**config.mk**
```make
export PLATFORM = sky130hd
export DESIGN_NAME = flash_status_register_bank
export DESIGN_NICKNAME = d
export VERILOG_FILES = /design/src/status_reg_pkg.sv /design/src/op_timer.sv /design/src/flash_status_register_bank.sv
export SDC_FILE = /design/constraint.sdc
export NUM_CORES = 1
export LEC_CHECK = 0
export ABC_CLOCK_PERIOD_IN_PS = 3100
export CAP_MARGIN = 25
export CORE_MARGIN = 2
export CORE_UTILIZATION = 53
export DETAILED_ROUTE_END_ITERATION = 8
export DONT_BUFFER_PORTS = 1
export PLACE_DENSITY = 0.68
export SLEW_MARGIN = 20
export SYNTH_ARGS = -nofsm -noshare
export SYNTH_HDL_FRONTEND = slang
export SYNTH_SLANG_ARGS = --single-unit
```
**constraint.sdc**
```tcl
create_clock -name clk -period 3.1 [get_ports clk]
set_input_delay 0.62 -clock clk [delete_from_list [all_inputs] [get_ports clk]]
set_output_delay 0.62 -clock clk [all_outputs]
set_load 0.01 [all_outputs]
```
**src/status_reg_pkg.sv**
```systemverilog
// Purpose: shared constants and carriers for the flash status register bank
// Assumes: one clock domain, synchronous active-high reset
// Notes: instruction codes arrive already decoded as one-cycle strobes

package status_reg_pkg;

  // bit positions, first register
  localparam int P_PROT_LOW = 7;
  localparam int P_GRAN = 6;
  localparam int P_DIR = 5;
  localparam int P_BP_HI = 4;
  localparam int P_BP_LO = 2;
  localparam int P_WEL = 1;
  localparam int P_BUSY = 0;
  // bit positions, second register
  localparam int P_SUSP = 7;
  localparam int P_CMP = 6;
  localparam int P_LOCK_HI = 5;
  localparam int P_LOCK_LO = 3;
  localparam int P_QUAD = 1;
  localparam int P_PROT_HIGH = 0;
  // bit positions, third register
  localparam int P_PIN_ROLE = 7;
  localparam int P_DRV_HI = 6;
  localparam int P_DRV_LO = 5;
  localparam int P_HFM = 4;

  // writable masks: volatile and non-volatile images
  localparam logic [7:0] SR1_WR_MASK = 8'hfc;
  localparam logic [7:0] SR2_VOL_MASK = 8'h43;
  localparam logic [7:0] SR2_LOCK_MASK = 8'h38;
  localparam logic [7:0] SR3_VOL_MASK = 8'hf0;
  localparam logic [7:0] SR3_NV_MASK = 8'h90;
  localparam logic [7:0] BYTE_ZERO = 8'h00;
  localparam logic [2:0] BP_NONE = 3'h0;

  // register select on the status-register bus
  localparam logic [1:0] SEL_SR1 = 2'h0;
  localparam logic [1:0] SEL_SR2 = 2'h1;
  localparam logic [1:0] SEL_SR3 = 2'h2;

  // protect-mode encodings {high, low}
  localparam logic [1:0] PM_SOFT = 2'h0;
  localparam logic [1:0] PM_HW = 2'h1;

  typedef struct packed {
    logic [7:0] sr1;
    logic [7:0] sr2;
    logic [7:0] sr3;
  } sr_image_t;

  typedef struct packed {
    logic write_enable;
    logic write_disable;
    logic vol_write_enable;
    logic write_status;
    logic page_program;
    logic sector_erase;
    logic block_erase;
    logic chip_erase;
    logic suspend;
    logic resume;
    logic soft_reset;
  } instr_t;

  typedef struct packed {
    logic [1:0] drive_strength;
    logic high_freq_mode;
    logic quad_enable;
    logic hold_active;
    logic reset_active;
    logic wp_active;
    logic complement_map;
    logic granularity_select;
    logic direction_select;
    logic [2:0] block_protect;
    logic array_unprotected;
  } config_out_t;

  typedef enum logic [2:0] {
    ST_IDLE = 3'b001,
    ST_NV_BUSY = 3'b010,
    ST_OP_BUSY = 3'b100
  } op_state_t;

endpackage

```
**src/op_timer.sv**
```systemverilog
// Purpose: counts out the duration of an embedded operation
// Assumes: start is a one-cycle pulse while idle
// Notes: done pulses one cycle after the count runs out

`timescale 1ns/1ps

module op_timer #(
  parameter int CNT_W = 16
) (
  input wire logic clk,
  input wire logic reset,
  input wire logic start,
  input wire logic [CNT_W-1:0] length,
  output logic done
);
  import status_reg_pkg::*;

  typedef struct packed {
    logic running;
    logic done;
    logic [CNT_W-1:0] count;
  } timer_state_t;

  timer_state_t state_ff;
  timer_state_t nxt_state;

  always_comb begin
    nxt_state = state_ff;
    nxt_state.done = 1'b0;
    if (start) begin
      nxt_state.running = 1'b1;
      nxt_state.count = length;
    end else if (state_ff.running) begin
      if (state_ff.count == '0) begin
        nxt_state.running = 1'b0;
        nxt_state.done = 1'b1;
      end else begin
        nxt_state.count = state_ff.count - 1'b1;
      end
    end
  end

  always_ff @(posedge clk) begin
    if (reset) begin
      state_ff <= '0;
    end else begin
      state_ff <= nxt_state;
    end
  end

  assign done = state_ff.done;
endmodule // op_timer

```
**src/flash_status_register_bank.sv**
```systemverilog
// Purpose: three status/configuration registers of a serial NOR flash
// Assumes: instructions arrive decoded as one-cycle strobes in instr
// Notes: non-volatile cells modelled as flops; power cycle is reset
//
// What this block does
// - bit7 of reg1: low protect-mode bit
// - bit6 of reg1: sector or block granularity
// - bit5 of reg1: top-down or bottom-up direction
// - bits4:2 block protect; zero means unprotected while complement bit is clear
// - bit1 read-only write enable latch gates operations
// - bit0 busy set during program, erase, write
// - while busy ignore all but status read
// - busy clears when operation completes
// - write enable instruction sets latch
// - latch cleared at reset and after non-volatile writes, program and erase
// - bit7 of reg2: read-only suspend flag
// - bit6 of reg2: complement protection map
// - bits5:3 of reg2: one-time security locks
// - bit0 of reg2: high protect-mode bit
// - bit7 of reg3: hold or reset role
// - bits6:5 of reg3: volatile drive strength
// - bit4 of reg3: high frequency mode
// - configuration bits except drive strength and locks have volatile and non-volatile copies
// - volatile copies loaded at reset and soft reset
// - volatile enable before write targets volatile copies
// - hardware protect with pin low and quad off refuses writes to reg1 and reg2
// - status flags never altered by volatile register writes

`timescale 1ns/1ps

module flash_status_register_bank #(
  parameter int CNT_W = 16,
  parameter logic [CNT_W-1:0] NV_WRITE_CYCLES = 16'h0100,
  parameter logic [CNT_W-1:0] PROGRAM_CYCLES = 16'h0200,
  parameter logic [CNT_W-1:0] ERASE_CYCLES = 16'h0400
) (
  input wire logic clk,
  input wire logic reset,
  input wire status_reg_pkg::instr_t instr,
  input wire logic [1:0] wr_sel,
  input wire logic [7:0] wr_data,
  input wire logic [1:0] rd_sel,
  input wire logic write_protect_n,
  output logic [7:0] rd_data,
  output logic busy,
  output logic op_start,
  output status_reg_pkg::config_out_t cfg
);
  import status_reg_pkg::*;

  typedef struct packed {
    sr_image_t nv;
    sr_image_t vol;
    logic vol_armed;
    logic write_enable_latch;
    logic suspend_flag;
    logic power_lock;
    logic load_pending;
    op_state_t op;
    logic [7:0] rd_data;
  } bank_state_t;

  bank_state_t state_ff;
  bank_state_t nxt_state;
  logic timer_start;
  logic timer_done;
  logic [CNT_W-1:0] timer_len;
  logic sr12_locked;
  logic any_op;
  logic nv_write;
  logic vol_write;

  // read image with live flags merged, reserved lanes zero
  function automatic logic [7:0] read_byte(input bank_state_t s, input logic [1:0] sel);
    logic [7:0] b;
    b = BYTE_ZERO;
    case (sel)
      SEL_SR1: begin
        b = s.vol.sr1 & SR1_WR_MASK;
        b[P_WEL] = s.write_enable_latch;
        b[P_BUSY] = (s.op != ST_IDLE);
      end
      SEL_SR2: begin
        b = (s.vol.sr2 & SR2_VOL_MASK) | (s.nv.sr2 & SR2_LOCK_MASK);
        b[P_SUSP] = s.suspend_flag;
      end
      SEL_SR3: b = s.vol.sr3 & SR3_VOL_MASK;
      default: b = BYTE_ZERO;
    endcase
    return b;
  endfunction

  // volatile image from non-volatile; drive bits have no backing cell
  function automatic sr_image_t load_vol(input sr_image_t nv);
    sr_image_t v;
    v.sr1 = nv.sr1 & SR1_WR_MASK;
    v.sr2 = nv.sr2 & SR2_VOL_MASK;
    v.sr3 = nv.sr3 & SR3_NV_MASK;
    return v;
  endfunction

  always_comb begin
    sr12_locked = 1'b0;
    case ({state_ff.vol.sr2[P_PROT_HIGH], state_ff.vol.sr1[P_PROT_LOW]})
      PM_SOFT: sr12_locked = 1'b0;
      // pin protection only while quad mode is off
      PM_HW: sr12_locked = ~write_protect_n & ~state_ff.vol.sr2[P_QUAD];
      default: sr12_locked = 1'b1;
    endcase
    sr12_locked = sr12_locked | state_ff.power_lock;
  end

  // everything except status read is dropped while busy
  assign any_op = (state_ff.op == ST_IDLE) && !state_ff.load_pending;
  assign nv_write = any_op && instr.write_status && state_ff.write_enable_latch && !state_ff.vol_armed;
  assign vol_write = any_op && instr.write_status && state_ff.vol_armed;

  always_comb begin
    nxt_state = state_ff;
    timer_start = 1'b0;
    timer_len = NV_WRITE_CYCLES;
    nxt_state.rd_data = read_byte(state_ff, rd_sel);
    if (state_ff.load_pending) begin
      nxt_state.vol = load_vol(state_ff.nv);
      nxt_state.load_pending = 1'b0;
    end
    case (state_ff.op)
      ST_IDLE: begin
        if (any_op) begin
          if (instr.soft_reset) begin
            nxt_state.load_pending = 1'b1;
            nxt_state.write_enable_latch = 1'b0;
            nxt_state.suspend_flag = 1'b0;
            nxt_state.vol_armed = 1'b0;
            // lock-down released by soft reset
            if ({state_ff.nv.sr2[P_PROT_HIGH], state_ff.nv.sr1[P_PROT_LOW]} == {1'b1, 1'b0}) begin
              nxt_state.nv.sr2[P_PROT_HIGH] = 1'b0;
            end
            nxt_state.power_lock = 1'b0;
          end else if (instr.write_enable) begin
            nxt_state.write_enable_latch = 1'b1;
            nxt_state.vol_armed = 1'b0;
          end else if (instr.vol_write_enable) begin
            nxt_state.vol_armed = 1'b1;
          end else if (instr.write_disable) begin
            nxt_state.write_enable_latch = 1'b0;
            nxt_state.vol_armed = 1'b0;
          end else if (instr.suspend) begin
            nxt_state.suspend_flag = 1'b1;
          end else if (instr.resume) begin
            nxt_state.suspend_flag = 1'b0;
          end else if (vol_write) begin
            nxt_state.vol_armed = 1'b0;
            // flags untouched; drive bits are volatile only
            case (wr_sel)
              SEL_SR1: if (!sr12_locked) nxt_state.vol.sr1 = wr_data & SR1_WR_MASK;
              SEL_SR2: if (!sr12_locked) nxt_state.vol.sr2 = wr_data & SR2_VOL_MASK;
              SEL_SR3: nxt_state.vol.sr3 = wr_data & SR3_VOL_MASK;
              default: nxt_state.vol_armed = 1'b0;
            endcase
          end else if (nv_write) begin
            nxt_state.write_enable_latch = 1'b0;
            timer_start = 1'b1;
            nxt_state.op = ST_NV_BUSY;
            case (wr_sel)
              SEL_SR1: if (!sr12_locked) nxt_state.nv.sr1 = wr_data & SR1_WR_MASK;
              SEL_SR2: if (!sr12_locked) begin
                // locks only ever set
                nxt_state.nv.sr2 = (wr_data & SR2_VOL_MASK) | ((wr_data | state_ff.nv.sr2) & SR2_LOCK_MASK);
                nxt_state.vol.sr2 = wr_data & SR2_VOL_MASK;
              end
              SEL_SR3: nxt_state.nv.sr3 = wr_data & SR3_NV_MASK;
              default: nxt_state.op = ST_NV_BUSY;
            endcase
            if (wr_sel == SEL_SR1 && !sr12_locked) begin
              nxt_state.vol.sr1 = wr_data & SR1_WR_MASK;
              // power-supply lock-down takes hold at once
              nxt_state.power_lock = wr_data[P_PROT_LOW] == 1'b0 && state_ff.nv.sr2[P_PROT_HIGH];
            end
            if (wr_sel == SEL_SR3) begin
              nxt_state.vol.sr3 = (state_ff.vol.sr3 & ~SR3_NV_MASK) | (wr_data & SR3_NV_MASK);
            end
          end else if (state_ff.write_enable_latch &&
                       (instr.page_program | instr.sector_erase | instr.block_erase | instr.chip_erase)) begin
            nxt_state.write_enable_latch = 1'b0;
            timer_start = 1'b1;
            timer_len = instr.page_program ? PROGRAM_CYCLES : ERASE_CYCLES;
            nxt_state.op = ST_OP_BUSY;
          end
        end
      end
      ST_NV_BUSY, ST_OP_BUSY: begin
        timer_len = NV_WRITE_CYCLES;
        if (timer_done) nxt_state.op = ST_IDLE;
      end
      default: nxt_state.op = ST_IDLE;
    endcase
  end

  always_ff @(posedge clk) begin
    if (reset) begin
      state_ff <= '0;
      state_ff.op <= ST_IDLE;
      state_ff.load_pending <= 1'b1;
    end else begin
      state_ff <= nxt_state;
    end
  end

  op_timer #(
    .CNT_W(CNT_W)
  ) u_op_timer (
    .clk(clk),
    .reset(reset),
    .start(timer_start),
    .length(timer_len),
    .done(timer_done)
  );

  assign rd_data = state_ff.rd_data;
  assign busy = (state_ff.op != ST_IDLE);
  assign op_start = timer_start && (nxt_state.op == ST_OP_BUSY);

  always_comb begin
    cfg.drive_strength = {state_ff.vol.sr3[P_DRV_HI], state_ff.vol.sr3[P_DRV_LO]};
    cfg.high_freq_mode = state_ff.vol.sr3[P_HFM];
    cfg.quad_enable = state_ff.vol.sr2[P_QUAD];
    cfg.hold_active = ~state_ff.vol.sr2[P_QUAD] & ~state_ff.vol.sr3[P_PIN_ROLE];
    cfg.reset_active = ~state_ff.vol.sr2[P_QUAD] & state_ff.vol.sr3[P_PIN_ROLE];
    cfg.wp_active = ~state_ff.vol.sr2[P_QUAD];
    cfg.complement_map = state_ff.vol.sr2[P_CMP];
    cfg.granularity_select = state_ff.vol.sr1[P_GRAN];
    cfg.direction_select = state_ff.vol.sr1[P_DIR];
    cfg.block_protect = state_ff.vol.sr1[P_BP_HI:P_BP_LO];
    cfg.array_unprotected = (state_ff.vol.sr1[P_BP_HI:P_BP_LO] == BP_NONE) & ~state_ff.vol.sr2[P_CMP];
  end
endmodule // flash_status_register_bank

```
==> flow_metrics.tcl <==
set metrics [dict create \
    switching_share 0.2038 \
    worst_setup_path_end_kind "primary output" \
    ys_seq_elements 61 \
    cts_made_buffers 9 \
    netlist_top_cells_area "dfxtp_1, mux2i_1, nor2_1" \
    cts.reportedPaths.clkPinSlew_ns 0.06 \
    drc 0 \
    min_path_type "in -> reg" \
    dpl_cell_area_um2 2975 \
    max-clock-path-buffers 2 \
    fp.dieW_um 80.30 \
    htree_levels 3 \
    worst_ep_required_time_ns 2.48 \
    skew_ns 0.006222 \
    start_util 0.5535 \
    ys_seq_area_frac 0.3958 \
    gp_congestion 0.8879 \
    status "complete, no violations" \
    clockPowerShare 0.487 \
    grt_usage 0.2377 \
    hpwl_mm 5.038 \
    tightest_slew_ns 0.7165 \
    cts.sinks 61 \
    synth.distinct_cells 55 \
    async_flop_share 0 \
    ant_nets 0 \
    die_y_um 80.30 \
    p_per_area_nw_per_um2 508.1 \
    num_antenna_cells 0 \
    cts_hold_buf 0 \
    intPower_mw 1.298 \
    crit_type "reg -> out" \
    final_hold_viol_count 0 \
    period_share 0.8350 \
    leakagePower_nw 1.112 \
    cp_data_arrival_time_ns 1.97 \
    setup_viol 0 \
    place.port_buffers 0 \
    finalNetCount 367 \
    row_count 27 \
    dieArea_um2 6448 \
    synth_top_area_share 0.3958 \
    cp-start-kind "flop" \
    antenna_found_initial 0 \
    synth-edff-count 0 \
    slew_violations 0 \
    drt-pass1-iter-count 4 \
    wl_per_cell_um 16.57 \
    max-vdd-ir-drop_mv 0.3931 \
    stdcell_area_um2 3208 \
    synthCells 363 \
    switching_power_mw 0.3322 \
    maxCapViolations 0 \
    drt_iter0_drc 118 \
    fin_tns_setup_ns 0 \
    seqPwrFrac 0.484 \
    cts_resized 0 \
    grt_overflow 0 \
    synth_area_um2 3085 \
    cts_root_buffer "clkbuf_8" \
    n_fill_cell 520 \
    grt_pass1_wl_mm 11.70 \
    cts_tree "built" \
    seq_area_um2 1221 \
    layout_min_cycle_time_ns 2.589 \
    grt_max_degree 44 \
    fmax_mhz 386.3 \
    multiInputGateArea_um2 1612 \
    synth_largest_area_cell "dfxtp_1" \
    whs_ns 0.3548 \
    yosysWarningCount 0 \
    drive_above_1_share 0.07826 \
    relSlewSlack 0.5173 \
    area_growth_pct 3.974 \
    clk_latency_ns 0.33 \
    pwr-share-comb 0.029 \
    grt_pass1_vias 2368 \
    core_area_um2 5574 \
    syn_avg_cell_area_um2 8.500 \
    rsz0062_at_grt "false" \
    wirelength_mm 6.910 \
    ys.flop_type "dfxtp_1" \
    num_vias 2472 \
    syn_nets 390 \
    cts_setup_buffers 0 \
    boundaryPins 50 \
    cp_max_fo 11 \
    vias_per_cell 5.928 \
]
-- final timing paths --
path	from	to	slack (ns)	cells after the start
worst max register to register	state_ff[9]$_SDFF_PP0_	state_ff[63]$_SDFFE_PP0P_	0.54	5
worst max-delay path	state_ff[9]$_SDFF_PP0_	op_start	0.51	3
worst min register to register	state_ff[52]$_SDFFE_PP0P_	state_ff[52]$_SDFFE_PP0P_	0.44	2
worst min-delay path	reset	rd_data[5]$_SDFF_PP0_	0.35	1
-- flip-flops by register name, summed over array words and instances (netlist names) --
register             flops
rd_data                  8
state_ff                25
u_op_timer.done          1
u_op_timer.state_ff     17
cfg                     10
-- area by class of cell --
class                           instances  area share
Clock inverter                          4     0.02184
Inverter                               10     0.01170
Clock buffer                           12     0.04836
Multi-Input combinational cell        255      0.5023
Sequential cell                        61      0.3807
Timing Repair Buffer                    3    0.007020
Tap cell                               72     0.02808
-- cells in the final DEF (no fill, tap or decap), drive strengths merged, types with 5 or more instances in the layout --
cell type,n
dfxtp,61
nor2,52
mux2i,24
a21oi,24
nor3,20
o21ai,14
nand2,12
nand3,12
clkbuf,12
a211oi,11
inv,10
xor2,8
o211ai,7
or3,7
or4,7
nor4,6
or2,5
-- metrics by stage --
stage                     std cells  setup WS, ns  utilization  total power, mW
after CTS                       416        0.4913       0.5742            1.644
after global routing            417        0.3624       0.5755            1.690
after floorplan                 363        0.7878            -           0.8573
final                           417        0.5115       0.5755            1.630
after global placement          400        0.5005       0.5338           0.8521
after detailed placement        400        0.4511       0.5338           0.8526
-- cells in the mapped netlist, types with 5 or more instances --
cell and count:
o211ai_1 7, clkbuf_1 15, nand3_1 12, nand2_1 12, a21oi_1 24, nor3_1 19
xor2_1 8, a211oi_1 11, nor2_1 52, dfxtp_1 61, nor4_1 5, buf_4 18
mux2i_1 24, or4_1 6, o21ai_0 12, or3_1 7, inv_1 10
-- layer usage --
metal | global-route usage | part of all wire
met2 | 0.3850 | 0.47
met3 | 0.07640 | 0.066
met5 | 0 | 0
met4 | 0.07119 | 0.013
met1 | 0.3013 | 0.45
-- worst max-delay path, stage by stage (launching register included) --
cell and delay, ns:
dfxtp_1 0.37, or4b_1 0.76, nor4_1 0.33, buf_4 0.18
-- power by group through the flow --
stage / Clock, mW / Sequential [mW] / Combinational, mW
floorplan: 0 / 0.804 / 0.0531
global placement: 0 / 0.807 / 0.0455
detailed placement: 0 / 0.807 / 0.0458
CTS: 0.809 / 0.789 / 0.0461
global route: 0.850 / 0.789 / 0.0509
finish: 0.793 / 0.789 / 0.0473
-- logic make-up after synthesis --
family / after synthesis / share of synthesized area
AOI/OAI and AO/OA: 75 / 0.1586
xor gates and xnor gates: 11 / 0.03123
adders and majority gates: 1 / 0.004055
buffers and inverters: 47 / 0.08191
DFF: 61 / 0.3958
muxes: 26 / 0.08516
and+or+nand+nor: 142 / 0.2433
No activity file was read; power rests on OpenSTA's default activity.
